### src/etp_defines.svh
// Register map, field positions, reset values and timing figures
`ifndef ETP_DEFINES_SVH
`define ETP_DEFINES_SVH

`define ETP_ADDR_IRQ_STATUS    16'hE502
`define ETP_ADDR_IRQ_MASK      16'hE50A
`define ETP_ADDR_COMPUTE_MODE  16'hE60E
`define ETP_ADDR_PULSE_CFG     16'hE610
`define ETP_ADDR_DIV_ONE       16'hE611
`define ETP_ADDR_DIV_TWO       16'hE612
`define ETP_ADDR_DIV_THREE     16'hE613

// Converter n owns field [LSB + 3n +: 3] or bit [LSB + n]
`define ETP_SEL_WIDTH          3
`define ETP_PHASE_SEL_LSB      0
`define ETP_POWER_SEL_LSB      0
`define ETP_DISABLE_LSB        9
`define ETP_FLAG_LSB           14
`define ETP_FLAG_FIELD         32'h0001_C000

`define ETP_COMPUTE_MODE_RST   16'h01FF
`define ETP_PULSE_CFG_RST      16'h0E88
`define ETP_DIV_RST            16'h0000
`define ETP_IRQ_RST            32'h0000_0000

`define ETP_PT_TOTAL_ACTIVE    3'h0
`define ETP_PT_TOTAL_REACTIVE  3'h1
`define ETP_PT_APPARENT        3'h2
`define ETP_PT_FUND_ACTIVE     3'h3
`define ETP_PT_FUND_REACTIVE   3'h4

`define ETP_CLK_HZ             200000000
`define ETP_LONG_LOW_MS        80
`define ETP_LONG_PERIOD_MS     160
`define ETP_DEN_ONE_LOW_NS     1000
`define ETP_DEN_ONE_LOW_CYCLES \
   ((`ETP_DEN_ONE_LOW_NS * (`ETP_CLK_HZ / 1000000)) / 1000)

`endif

### src/etp_pkg.sv
// Shared types of the energy-to-pulse converter
package etp_pkg;
   typedef logic signed [27:0] etp_power_type;
   typedef enum logic {ETP_PULSE_HIGH, ETP_PULSE_LOW} etp_pulse_state_type;
endpackage

### src/etp_conv_if.sv
// Link between the two stages of one converter and the top
`timescale 1ns/1ps
`default_nettype none
interface etp_conv_if;
   logic        ce;
   logic        step;
   logic [15:0] den;
   logic        pulse_low;
   logic        fall;
   modport stage   (input ce, output step);
   modport divider (input ce, input step, input den,
                    output pulse_low, output fall);
   modport top     (output ce, output den,
                    input step, input pulse_low, input fall);
endinterface
`default_nettype wire

### src/etp_top.sv
// Three energy-to-pulse converters with their registers and pins
//
// How it works
// - Three converters, each driving its own pin
// - Fast capture enabled silences the third pin
// - Phase fields at compute bits 2:0,5:3,8:6
// - Field bits select phases A, B, C
// - No phases selected means no pulses
// - Power type fields at pulse cfg 2:0,5:3,8:6
// - Type codes 0..4, others reserved
// - Reset: phases all set, types 0,1,2
// - Threshold stage then 16-bit step divider
// - Divider zero behaves as one
// - Long periods get fixed 80 ms low
// - Short periods: half duty, odd rounds up; divider one gets a fixed 1000 ns low
// - Pins are active low, idle high
// - Disable bits 11:9 hold pins high
// - Falling edge sets flag, mask drives interrupt
// - Flags work while the pin is disabled
// - Step when accumulator reaches chosen threshold
// - Write one clears flag, releases interrupt
`timescale 1ns/1ps
`default_nettype none
`include "etp_defines.svh"
module etp_top #(
   parameter int AW                 = 48,
   parameter int TW                 = 26,
   parameter int LONG_LOW_CYCLES    = `ETP_LONG_LOW_MS * (`ETP_CLK_HZ / 1000),
   parameter int LONG_PERIOD_CYCLES =
      `ETP_LONG_PERIOD_MS * (`ETP_CLK_HZ / 1000)
) (
   // Clock, reset and enable
   input  wire logic                   clk,
   input  wire logic                   reset_n,
   input  wire logic                   ce,
   // Register port
   input  wire logic                   reg_wr_en,
   input  wire logic                   reg_rd_en,
   input  wire logic [15:0]            reg_addr,
   input  wire logic [31:0]            reg_wdata,
   output logic      [31:0]            reg_rdata,
   output logic                        reg_rd_valid,
   // Phase powers from the metering datapath
   input  wire etp_pkg::etp_power_type power_in [15],
   input  wire logic                   sample_stb,
   input  wire logic [AW-2:0]          active_energy_threshold,
   input  wire logic [AW-2:0]          reactive_energy_threshold,
   input  wire logic [AW-2:0]          apparent_energy_threshold,
   // Shared pin control
   input  wire logic                   fast_capture_enable,
   output logic                        fast_capture_pin_select,
   // Pulse pins and interrupt
   output logic                        pulse_out_one,
   output logic                        pulse_out_two,
   output logic                        pulse_out_three,
   output logic                        interrupt_line_zero_n
);
   logic [15:0] compute_mode_cfg;
   logic [15:0] pulse_output_cfg;
   logic [15:0] pulse_divider_one;
   logic [15:0] pulse_divider_two;
   logic [15:0] pulse_divider_three;
   logic [31:0] irq_status_word0;
   logic [31:0] irq_mask_word0;

   logic [15:0] den_vec [3];
   logic [2:0]  step_vec;
   logic [2:0]  low_vec;
   logic [2:0]  fall_vec;
   logic [2:0]  disable_bits;
   logic        wr_status;
   logic        wr_mask;
   logic [31:0] set_vec;
   logic [31:0] clr_vec;
   logic [31:0] next_status;
   logic [31:0] next_rdata;
   logic        irq_pend;

   ////////////////////////////////////////////////////////////////////////
   // Register writes

   assign wr_status = reg_wr_en && (reg_addr == `ETP_ADDR_IRQ_STATUS);
   assign wr_mask   = reg_wr_en && (reg_addr == `ETP_ADDR_IRQ_MASK);

   always_ff @(posedge clk) begin
      if (!reset_n) begin
         compute_mode_cfg    <= `ETP_COMPUTE_MODE_RST;
         pulse_output_cfg    <= `ETP_PULSE_CFG_RST;
         pulse_divider_one   <= `ETP_DIV_RST;
         pulse_divider_two   <= `ETP_DIV_RST;
         pulse_divider_three <= `ETP_DIV_RST;
      end else if (ce && reg_wr_en) begin
         case (reg_addr)
            `ETP_ADDR_COMPUTE_MODE: compute_mode_cfg    <= reg_wdata[15:0];
            `ETP_ADDR_PULSE_CFG:    pulse_output_cfg    <= reg_wdata[15:0];
            `ETP_ADDR_DIV_ONE:      pulse_divider_one   <= reg_wdata[15:0];
            `ETP_ADDR_DIV_TWO:      pulse_divider_two   <= reg_wdata[15:0];
            `ETP_ADDR_DIV_THREE:    pulse_divider_three <= reg_wdata[15:0];
            default: begin
            end
         endcase
      end
   end

   always_ff @(posedge clk) begin
      if (!reset_n) begin
         irq_mask_word0 <= `ETP_IRQ_RST;
      end else if (ce && wr_mask) begin
         irq_mask_word0 <= reg_wdata & `ETP_FLAG_FIELD;
      end
   end

   ////////////////////////////////////////////////////////////////////////
   // Register reads

   always_comb begin
      next_rdata = 32'h0000_0000;
      case (reg_addr)
         `ETP_ADDR_IRQ_STATUS:   next_rdata = irq_status_word0;
         `ETP_ADDR_IRQ_MASK:     next_rdata = irq_mask_word0;
         `ETP_ADDR_COMPUTE_MODE: next_rdata = {16'h0000, compute_mode_cfg};
         `ETP_ADDR_PULSE_CFG:    next_rdata = {16'h0000, pulse_output_cfg};
         `ETP_ADDR_DIV_ONE:      next_rdata = {16'h0000, pulse_divider_one};
         `ETP_ADDR_DIV_TWO:      next_rdata = {16'h0000, pulse_divider_two};
         `ETP_ADDR_DIV_THREE:    next_rdata = {16'h0000, pulse_divider_three};
         default:                next_rdata = 32'h0000_0000;
      endcase
   end

   always_ff @(posedge clk) begin
      if (!reset_n) begin
         reg_rdata    <= 32'h0000_0000;
         reg_rd_valid <= 1'b0;
      end else if (ce) begin
         reg_rd_valid <= reg_rd_en;
         if (reg_rd_en) begin
            reg_rdata <= next_rdata;
         end
      end
   end

   ////////////////////////////////////////////////////////////////////////
   // Converters

   assign den_vec[0] = pulse_divider_one;
   assign den_vec[1] = pulse_divider_two;
   assign den_vec[2] = pulse_divider_three;

   for (genvar i = 0; i < 3; i++) begin : g_conv
      etp_conv_if conv_if ();

      assign conv_if.ce  = ce;
      assign conv_if.den = den_vec[i];
      assign step_vec[i] = conv_if.step;
      assign low_vec[i]  = conv_if.pulse_low;
      assign fall_vec[i] = conv_if.fall;
      assign disable_bits[i] = pulse_output_cfg[`ETP_DISABLE_LSB + i];

      etp_first_stage #(
         .AW (AW)
      ) u_stage (
         .clk          (clk),
         .reset_n      (reset_n),
         .conv         (conv_if.stage),
         .power_in     (power_in),
         .sample_stb   (sample_stb),
         .phase_sel    (compute_mode_cfg[`ETP_PHASE_SEL_LSB + 3 * i +:
                                         `ETP_SEL_WIDTH]),
         .power_sel    (pulse_output_cfg[`ETP_POWER_SEL_LSB + 3 * i +:
                                         `ETP_SEL_WIDTH]),
         .thr_active   (active_energy_threshold),
         .thr_reactive (reactive_energy_threshold),
         .thr_apparent (apparent_energy_threshold)
      );

      etp_divider #(
         .TW                 (TW),
         .LONG_LOW_CYCLES    (LONG_LOW_CYCLES),
         .LONG_PERIOD_CYCLES (LONG_PERIOD_CYCLES)
      ) u_divider (
         .clk     (clk),
         .reset_n (reset_n),
         .conv    (conv_if.divider)
      );
   end

   ////////////////////////////////////////////////////////////////////////
   // Pins

   // Active low; a disabled pin, or the shared pin, idles high
   always_ff @(posedge clk) begin
      if (!reset_n) begin
         pulse_out_one           <= 1'b1;
         pulse_out_two           <= 1'b1;
         pulse_out_three         <= 1'b1;
         fast_capture_pin_select <= 1'b0;
      end else if (ce) begin
         pulse_out_one   <= disable_bits[0] | ~low_vec[0];
         pulse_out_two   <= disable_bits[1] | ~low_vec[1];
         pulse_out_three <= disable_bits[2] | ~low_vec[2] |
                            fast_capture_enable;
         fast_capture_pin_select <= fast_capture_enable;
      end
   end

   ////////////////////////////////////////////////////////////////////////
   // Status flags and interrupt

   // Flags come from the converter, not the pin, so disable does not stop them
   assign set_vec = {15'h0000, fall_vec, 14'h0000};
   assign clr_vec = wr_status ? reg_wdata : 32'h0000_0000;
   assign next_status =
      ((irq_status_word0 & ~clr_vec) | set_vec) & `ETP_FLAG_FIELD;
   assign irq_pend = |(irq_status_word0 & irq_mask_word0);

   always_ff @(posedge clk) begin
      if (!reset_n) begin
         irq_status_word0 <= `ETP_IRQ_RST;
      end else if (ce) begin
         irq_status_word0 <= next_status;
      end
   end

   always_ff @(posedge clk) begin
      if (!reset_n) begin
         interrupt_line_zero_n <= 1'b1;
      end else if (ce) begin
         interrupt_line_zero_n <=
            ~|(irq_status_word0 & irq_mask_word0);
      end
   end
endmodule
`default_nettype wire

### src/etp_first_stage.sv
// First stage: sum of selected phase powers against an energy threshold
`timescale 1ns/1ps
`default_nettype none
`include "etp_defines.svh"
module etp_first_stage #(
   parameter int AW = 48
) (
   // Clock and reset
   input  wire logic                  clk,
   input  wire logic                  reset_n,
   // Converter link
   etp_conv_if.stage                  conv,
   // Power samples, index is type * 3 + phase
   input  wire etp_pkg::etp_power_type power_in [15],
   input  wire logic                  sample_stb,
   // Selections
   input  wire logic [2:0]            phase_sel,
   input  wire logic [2:0]            power_sel,
   // Energy thresholds
   input  wire logic [AW-2:0]         thr_active,
   input  wire logic [AW-2:0]         thr_reactive,
   input  wire logic [AW-2:0]         thr_apparent
);
   logic signed [AW-1:0] acc;
   logic signed [AW-1:0] sum;
   logic signed [AW-1:0] acc_sum;
   logic signed [AW-1:0] thr;
   logic        [AW-2:0] thr_raw;
   logic                 valid_type;

   always_comb begin
      sum        = '0;
      valid_type = (power_sel <= `ETP_PT_FUND_REACTIVE);
      for (int p = 0; p < 3; p++) begin
         if (valid_type && phase_sel[p]) begin
            sum = sum + AW'(power_in[power_sel * 3 + p]);
         end
      end
      case (power_sel)
         `ETP_PT_TOTAL_REACTIVE, `ETP_PT_FUND_REACTIVE: thr_raw = thr_reactive;
         `ETP_PT_APPARENT:                              thr_raw = thr_apparent;
         default:                                       thr_raw = thr_active;
      endcase
      thr = $signed({1'b0, thr_raw});
      if (thr_raw == '0) begin
         thr = AW'(1);
      end
      acc_sum = acc + sum;
   end

   // Signed accumulation, one step per threshold crossing either way
   always_ff @(posedge clk) begin
      if (!reset_n) begin
         acc       <= '0;
         conv.step <= 1'b0;
      end else if (conv.ce) begin
         conv.step <= 1'b0;
         if (phase_sel == 3'h0 || !valid_type) begin
            acc <= '0;
         end else if (sample_stb) begin
            if (acc_sum >= thr) begin
               acc       <= acc_sum - thr;
               conv.step <= 1'b1;
            end else if (acc_sum <= -thr) begin
               acc       <= acc_sum + thr;
               conv.step <= 1'b1;
            end else begin
               acc <= acc_sum;
            end
         end
      end
   end
endmodule
`default_nettype wire

### src/etp_divider.sv
// Second stage: step divider and pulse shaper
`timescale 1ns/1ps
`default_nettype none
`include "etp_defines.svh"
module etp_divider #(
   parameter int TW                 = 26,
   parameter int LONG_LOW_CYCLES    = 16000000,
   parameter int LONG_PERIOD_CYCLES = 32000000
) (
   // Clock and reset
   input  wire logic clk,
   input  wire logic reset_n,
   // Converter link
   etp_conv_if.divider conv
);
   localparam logic [TW-1:0] LOW_END  = TW'(LONG_LOW_CYCLES - 1);
   localparam logic [TW-1:0] LONG_PER = TW'(LONG_PERIOD_CYCLES);
   localparam logic [TW-1:0] ONE_END  = TW'(`ETP_DEN_ONE_LOW_CYCLES - 1);

   etp_pkg::etp_pulse_state_type state;
   logic [15:0]   den_eff;
   logic [16:0]   half;
   logic [15:0]   step_cnt;
   logic [TW-1:0] period_cnt;
   logic [TW-1:0] low_cnt;
   logic          long_mode;
   logic          boundary;
   logic          release_low;
   logic          in_low;

   always_comb begin
      den_eff  = (conv.den == 16'h0000) ? 16'h0001 : conv.den;
      half     = ({1'b0, den_eff} + 17'h00001) >> 1;
      in_low   = (state == etp_pkg::ETP_PULSE_LOW);
      boundary = conv.step &&
                 (({1'b0, step_cnt} + 17'h00001) >= {1'b0, den_eff});
      if (long_mode) begin
         release_low = in_low && (low_cnt >= LOW_END);
      end else if (den_eff == 16'h0001) begin
         release_low = in_low && (low_cnt >= ONE_END);
      end else begin
         release_low = in_low && conv.step &&
                       (({1'b0, step_cnt} + 17'h00001) >= half);
      end
   end

   assign conv.pulse_low = in_low;

   // Step count and period length since the last boundary
   always_ff @(posedge clk) begin
      if (!reset_n) begin
         step_cnt   <= 16'h0000;
         period_cnt <= '0;
         long_mode  <= 1'b1;
      end else if (conv.ce) begin
         if (boundary) begin
            step_cnt   <= 16'h0000;
            period_cnt <= '0;
            long_mode  <= (period_cnt >= LONG_PER);
         end else begin
            if (conv.step) begin
               step_cnt <= step_cnt + 16'h0001;
            end
            if (period_cnt != '1) begin
               period_cnt <= period_cnt + TW'(1);
            end
         end
      end
   end

   // Pulse state, low time and falling-edge event
   always_ff @(posedge clk) begin
      if (!reset_n) begin
         state     <= etp_pkg::ETP_PULSE_HIGH;
         low_cnt   <= '0;
         conv.fall <= 1'b0;
      end else if (conv.ce) begin
         conv.fall <= boundary && !in_low;
         if (boundary) begin
            state   <= etp_pkg::ETP_PULSE_LOW;
            low_cnt <= '0;
         end else begin
            if (release_low) begin
               state <= etp_pkg::ETP_PULSE_HIGH;
            end
            if (in_low && low_cnt != '1) begin
               low_cnt <= low_cnt + TW'(1);
            end
         end
      end
   end
endmodule
`default_nettype wire

### config.mk
export PLATFORM = sky130hd
export DESIGN_NAME = etp_top
export DESIGN_NICKNAME = d
export VERILOG_FILES = /design/src/etp_pkg.sv /design/src/etp_conv_if.sv /design/src/etp_top.sv /design/src/etp_first_stage.sv /design/src/etp_divider.sv
export VERILOG_INCLUDE_DIRS = /design/src /design/src/src
export SDC_FILE = /design/constraint.sdc
export NUM_CORES = 2
export LEC_CHECK = 0
export BUFFER_PORTS_ARGS = -buffer_cell sky130_fd_sc_hd__buf_4
export CAP_MARGIN = 20
export CORE_AREA = 4 4 459 461
export CTS_BUF_LIST = sky130_fd_sc_hd__clkbuf_4 sky130_fd_sc_hd__clkbuf_8 sky130_fd_sc_hd__clkbuf_16
export DETAILED_ROUTE_END_ITERATION = 16
export DIE_AREA = 0 0 463 465
export PLACE_DENSITY = 0.63
export SYNTH_ARGS = -nofsm -noshare
export SYNTH_HDL_FRONTEND = slang
export SYNTH_SLANG_ARGS = --single-unit
### constraint.sdc
create_clock -name clk -period 26 [get_ports clk]
set_input_delay 3.9 -clock clk [delete_from_list [all_inputs] [get_ports clk]]
set_output_delay 3.9 -clock clk [all_outputs]
set_load 0.01 [all_outputs]
; Word level (Yosys, flattened, before mapping)
; Cells that the tools add are included.
[totals]
register_bits = 484
output_inout_bits = 38
[op_classes]
n_addsub = 39
multipliers = 3
magnitude_cmp = 33
n_eq_ne = 25
muxes = 101
bitwise_logic = 20
n_reduce_logical = 96
[op_table]
columns = op, count
row1 = $bmux 28 s4, 9
row2 = $mux 48, 21
row3 = $mux 28, 18
row4 = $mux 26, 12
row5 = $ge 33x5->1 const B, 9
row6 = $add 48x28->48, 6
row7 = $add 48x48->48, 6
row8 = $pmux 47 s2, 3
row9 = $not 32->33, 6
row10 = $add 26x1->26 const B, 6
row11 = $ne 26x26->1 const B, 6
row12 = $ge 48x48->1, 3
row13 = $le 48x48->1, 3
row14 = $mux 16, 9
row15 = $neg 47->48, 3
row16 = $sub 48x48->48, 3
row17 = $logic_not 47->1, 3
row18 = $mux 47, 3
row19 = $pmux 17 s7, 1
row20 = $eq 16x16->1 const B, 7
row21 = $add 16x1->17 const B, 6
row22 = $ge 17x16->1, 6
row23 = $not 5->33, 3
row24 = $ge 26x24->1 const B, 3
row25 = other kinds (27), 162

; Longest topological paths before layout
[depth]
word_depth = 16
depth_mapped = 69
depth_no_buf = 59

; Cells and area by module
; From an unflattened synthesis, not the netlist that was laid out.
[hier_totals]
hier_cells = 13144
hier_area_um2 = 104231.2
[by_module_without_submodules]
columns = module, instances, cells_each, area_per_inst_um2, seq_area_each_um2
row1 = etp_first_stage at g_conv[2].u_stage, 1, 3712, 28623.7, 980.9
row2 = etp_first_stage at g_conv[1].u_stage, 1, 3477, 28058.2, 980.9
row3 = etp_first_stage at g_conv[0].u_stage, 1, 3516, 28055.7, 980.9
row4 = etp_divider, 3, 642, 4952.2, 1421.4
row5 = etp_top, 1, 513, 4636.9, 2182.1

; Worst setup path before layout
; No wires, ideal clock.
[synth_path]
path_type = input-to-reg
from = input port power_in[95] (netlist name)
to = register g_conv[0].u_stage.acc[15]
setup_time_ns = 0.130
arrival_ns = 14.204
t_required_ns = 25.870
setup_slack_ns = 11.665
stages = 50
n_path_buf = 4
cell_sequence = mux4_2 mux4_2 and2_1 ha_1 a21o_1 a21o_1 a21o_1 a211oi_1 o31ai_1 a221o_1 a31oi_2 nor2_1 a2111oi_0 o31ai_1 ha_1 a21o_1 a21o_1 nand4_1 (+14 left out) a31o_2 xor2_1 xnor3_1 buf_4 inv_1 ha_1 nand4_1 nor2_1 nand3_1 or3_1 o211ai_1 o211a_1 clkbuf_1 clkbuf_1 clkbuf_1 nor2_1 a211oi_1 o31ai_1
[synth_via]
elab_chain_cells = 14
word_cells_on_any_way = 23
[synth_rtl]
columns = element, line
row1 = from (decl), etp_top.sv:44  ; input wire etp_pkg::etp_power_type power_in [15],
row2 = $bmux 28 s4, etp_first_stage.sv:36  ; sum = sum + AW'(power_in[power_sel * 3 + p]);
row3 = $mux 28 (implied by the code) (2 in a row), etp_first_stage.sv:36
row4 = $mux 48, etp_first_stage.sv:35  ; if (valid_type && phase_sel[p]) begin
row5 = $add 48x28->48, etp_first_stage.sv:36
row6 = $mux 48, etp_first_stage.sv:35
row7 = $add 48x28->48, etp_first_stage.sv:36
row8 = $mux 48 *, etp_first_stage.sv:35
row9 = $add 48x48->48 *, etp_first_stage.sv:48  ; acc_sum = acc + sum;
row10 = $add 48x48->48 or $le 48x48->1 (tied branches), "etp_first_stage.sv:65, etp_first_stage.sv:64"
row11 = $mux 48, etp_first_stage.sv:64  ; end else if (acc_sum <= -thr) begin
row12 = $mux 48 *, etp_first_stage.sv:61  ; if (acc_sum >= thr) begin
row13 = $mux 48 *, etp_first_stage.sv:60  ; end else if (sample_stb) begin
row14 = $mux 48 *, etp_first_stage.sv:58  ; if (phase_sel == 3'h0 || !valid_type) begin
row15 = to (signal assigned), etp_first_stage.sv:62  ; acc <= acc_sum - thr;
row16 = to (signal assigned), etp_first_stage.sv:65  ; acc <= acc_sum + thr;
row17 = to (signal assigned), etp_first_stage.sv:68  ; acc <= acc_sum;
row18 = to (decl), etp_first_stage.sv:24  ; logic signed [AW-1:0] acc;
; Mark *: on every way between the ends. The rest lies on a longest branch, timed or not. The select of a mux whose other input is x is not followed.
; A chain may end at the register's enable or synchronous reset.

; Worst setup path after layout
[layout_path]
from = input port power_in[30] (netlist name)
to = register g_conv[2].u_stage.acc[37]
[layout_via]
elab_chain_cells = 14
word_cells_on_any_way = 23
[layout_rtl]
columns = element, line
row1 = $bmux 28 s4, etp_first_stage.sv:36
row2 = $mux 28 (implied by the code) (2 in a row), etp_first_stage.sv:36
row3 = $mux 48, etp_first_stage.sv:35
row4 = $add 48x28->48, etp_first_stage.sv:36
row5 = $mux 48, etp_first_stage.sv:35
row6 = $add 48x28->48, etp_first_stage.sv:36
row7 = $mux 48 *, etp_first_stage.sv:35
row8 = $add 48x48->48 *, etp_first_stage.sv:48
row9 = $add 48x48->48 or $le 48x48->1 (tied branches), "etp_first_stage.sv:65, etp_first_stage.sv:64"
row10 = $mux 48, etp_first_stage.sv:64
row11 = $mux 48 *, etp_first_stage.sv:61
row12 = $mux 48 *, etp_first_stage.sv:60
row13 = $mux 48 *, etp_first_stage.sv:58
row14 = to (signal assigned), etp_first_stage.sv:62
row15 = to (signal assigned), etp_first_stage.sv:65
row16 = to (signal assigned), etp_first_stage.sv:68
row17 = to (decl), etp_first_stage.sv:24
; Marked as above.

==> metrics.md <==
| Metric | Value |
|---|---|
| Outcome | `complete, no violations` |
| Total grt overflow | `0` |
| Vias in the first global route | `102400` |
| Fin crit period | `18.98 ns` |
| Critical R2R Launch | `pulse_output_cfg[3]` |
| Synthesized instance count | `12780` |
| DR WL met2 | `200.5 mm` |
| CP Launch Type | `primary input` |
| Wire per inst | `30.24 um` |
| Clock transition at path regs | `0.06 ns` |
| Io pins | `654` |
| Worst r2r dst | `g_conv[1].u_stage.acc[24]` |
| CP Max Fanout | `74` |
| Async S/R FF share, synth | `0` |
| CP Class | `in -> reg` |
| M1 WL | `180.2 mm` |
| Fin cells | `15710` |
| Fin util | `0.5408` |
| Met3 Wirelength | `54.64 mm` |
| Fraction of layout cells with a size suffix above 1 | `0.1675` |
| Leak | `44.55 nW` |
| Vert. Die Dim | `465 um` |
| Clk_skew | `0.08501 ns` |
| Worst-skew pair later-pin latency | `0.79 ns` |
| Top Layer Used | `met5` |
| Final setup fails | `0` |
| Beginning of the worst hold path | `g_conv[1].u_stage.acc[37]` |
| Peak VDD IR | `0.0001163 V` |
| Max Freq | `52.69 MHz` |
| Endpoint with the worst hold slack | `g_conv[1].u_stage.acc[37]` |
| Critical Path RT | `26.63 ns` |
| Crit-path slowest cell | `o41ai_1` |
| RSZ-0062 raised after global routing | `false` |
| Seq/Total Area, Yosys | `0.09144` |
| Core Footprint | `206400 sq um` |
| Fin Setup TNS | `0 ns` |
| Hold_buf cts | `0` |
| PostCTS Resize Cnt | `0` |
| Share of the synthesized area in the top cell type | `0.2009` |
| Tot GR Track Use | `0.4200` |
| R2r setup slk | `7.26 ns` |
| Num CTS Buffers | `60` |
| Initial Utilization | `0.4974` |
| Drt via density | `7.006` |
| Final period utilization | `0.7299` |
| CTS tree | `built` |
| CTS root buf | `clkbuf_16` |
| Port Buffer Count | `623` |
| PwrDens | `98.85 nW/um^2` |
| Yosys warnings | `0` |
| Top cells by count, synth | `1343 x nand2_1, 1157 x a21oi_1, 1029 x nor2_1, 924 x ha_1, 916 x mux4_2` |
| Area grow syn2layout | `8.743%` |
| Area leader, netlist | `mux4_2` |
| Maximum clock path buffer count | `3` |
| Global-route wire length before repair | `688.2 mm` |
| GP Congestion | `1.071` |
| Routed via count | `110000` |
| Placed insts | `15480` |
| Register-to-Register Path Depth | `58` |
| Total of max-cap violations | `0` |
| Die Footprint | `215300 sq um` |
| DP Wirelength | `373.6 mm` |
| Count leader, synth | `nand2_1` |
| Synth top area cells | `mux4_2 20%, ha_1 11%, dfxtp_1 9.1%, a21oi_1 5.6%, xnor2_1 5.4%` |
| # DRC | `0` |
| Routed wire length | `475.0 mm` |
| DIE WIDTH | `463 um` |
| Netlist cell types | `129` |
| Max_slew headroom | `0.1100` |
| Initial drt markers | `13470` |
| Pin count of the biggest net entering global routing | `165` |
| Cell Rows | `167` |
| #FFs+latches synth | `469` |
| Worst Hold Path Cells | `2` |
| Clk sinks | `469` |
| Worst Path Arrival | `19.61 ns` |
| Hold_ws | `0.4433 ns` |
| First-pass DRT Iterations | `9` |
| Worst path max stage delay | `0.91 ns` |
| H-tree depth | `2` |
| Final hold viol count | `0` |
| HP Class | `reg -> reg` |
| Fin nets | `14410` |
| Post-CTS setup buffer count | `0` |
| Main synth FF type | `dfxtp_1` |
| Synthesized cell area | `102700 sq um` |
| Fin. max-slew vios | `0` |
| Synthesized area per cell | `8.032 sq um` |
| Initial antenna violation count | `132` |
| Post-synth EDFFs | `0` |
| Antenna-violating nets left | `0` |
| CP Capture Type | `flip-flop` |
| Worst Tran Pin Value | `1.335 ns` |
[layout by cell type (no fill, tap or decap), drive strengths merged, types with 83 or more instances in the layout]
cell type  Yosys  routed
a211oi       236     236
o31ai         90      90
dfxtp        469     469
inv          515     521
nor2        1034    1034
xor2         238     238
a221oi       118     118
ha           924     924
mux2         100     100
and2         149     149
mux4         916     916
and3         110     110
a31oi         86      86
o21bai       142     142
a21oi       1160    1160
buf          267     820
nor3         210     210
clkbuf       570      83
mux2i        215     215
nand2b       118     118
o21a         135     135
diode          0     104
a21o         364     364
nor2b        205     205
xnor2        644     644
o21ai        800     800
nor4         110     110
nand2       1349    1349
nand4        169     169
nand3        347     347
[sequential cells by signal, summed over array words and instances, names as in the netlist, 16 cells and up]
signal / count
compute_mode_cfg: 16
g_conv.conv_if.den: 48
g_conv.u_divider.low_cnt: 78
g_conv.u_divider.period_cnt: 78
g_conv.u_divider.step_cnt: 48
g_conv.u_stage.acc: 144
pulse_output_cfg: 16
reg_rdata: 17
[per-layer routing]
metal,up-vias,track usage
met5,-,0
met4,48,0.3029
met3,1429,0.1085
met2,6736,0.6215
met1,53290,0.5314
li1,48540,-
[through the flow]
stage	setup slack [ns]	power, mW	instance area, sq um
floorplan	11.67	7.154	102700
global placement	7.171	9.697	109100
detailed placement	7.087	9.749	109100
CTS	7.693	10.75	111300
global route	6.417	11.75	111600
finish	7.022	11.04	111700
[kinds of logic (layout without fill, tap and decap cells)]
family	Yosys count	in the layout	synth area share
fa+ha+maj	942	942	0.1161
xor+xnor	883	883	0.07626
compound gates	3826	3826	0.2420
flops	469	469	0.09144
mux	1231	1231	0.2330
buf+inv	1360	1457	0.05318
simple gates	4072	4072	0.1880
other cells	1	122	0.00003652
[worst max-delay path, delay by kind of cell]
family,cells,cell delay [ns]
AO/OA/AOI/OAI,21,7.98
AND/OR/NAND/NOR,12,3.50
adder cells (fa/ha/maj),4,1.63
buffers and inverters,5,1.26
XOR/XNOR,3,0.68
multiplexers,2,0.54
[layout make-up]
cell class | instances | area (sq um)
diodes | 104 | 260.3
clock buffers | 81 | 1734
clock inverters | 31 | 410.4
fillers | 19560 | 94790
inverters | 523 | 1966
multi-input cells | 10970 | 88190
flip-flops and latches | 469 | 9409
well taps | 2704 | 3383
repair buffers | 822 | 6296
[how the worst max path moves through the flow]
| stage | start | to |
|---|---|---|
| after floorplan | power_in[95] | g_conv[0].u_stage.acc[15] |
| after global placement | power_in[30] | g_conv[2].u_stage.acc[37] |
| after detailed placement | power_in[30] | g_conv[2].u_stage.acc[37] |
| after CTS | pulse_output_cfg[3] | g_conv[1].u_stage.acc[24] |
| after global routing | pulse_output_cfg[3] | g_conv[1].u_stage.acc[24] |
| final | power_in[30] | g_conv[2].u_stage.acc[37] |
[where the power goes]
group          leakage [nW]  total [mW]  internal (mW)  switching [mW]
registers              3.80       0.830          0.779          0.0511
logic                  39.7        9.28           3.32            5.96
clock network          1.06       0.928          0.532           0.396
total                  44.5        11.0           4.63            6.40
Power figures use the tool's default switching activity.
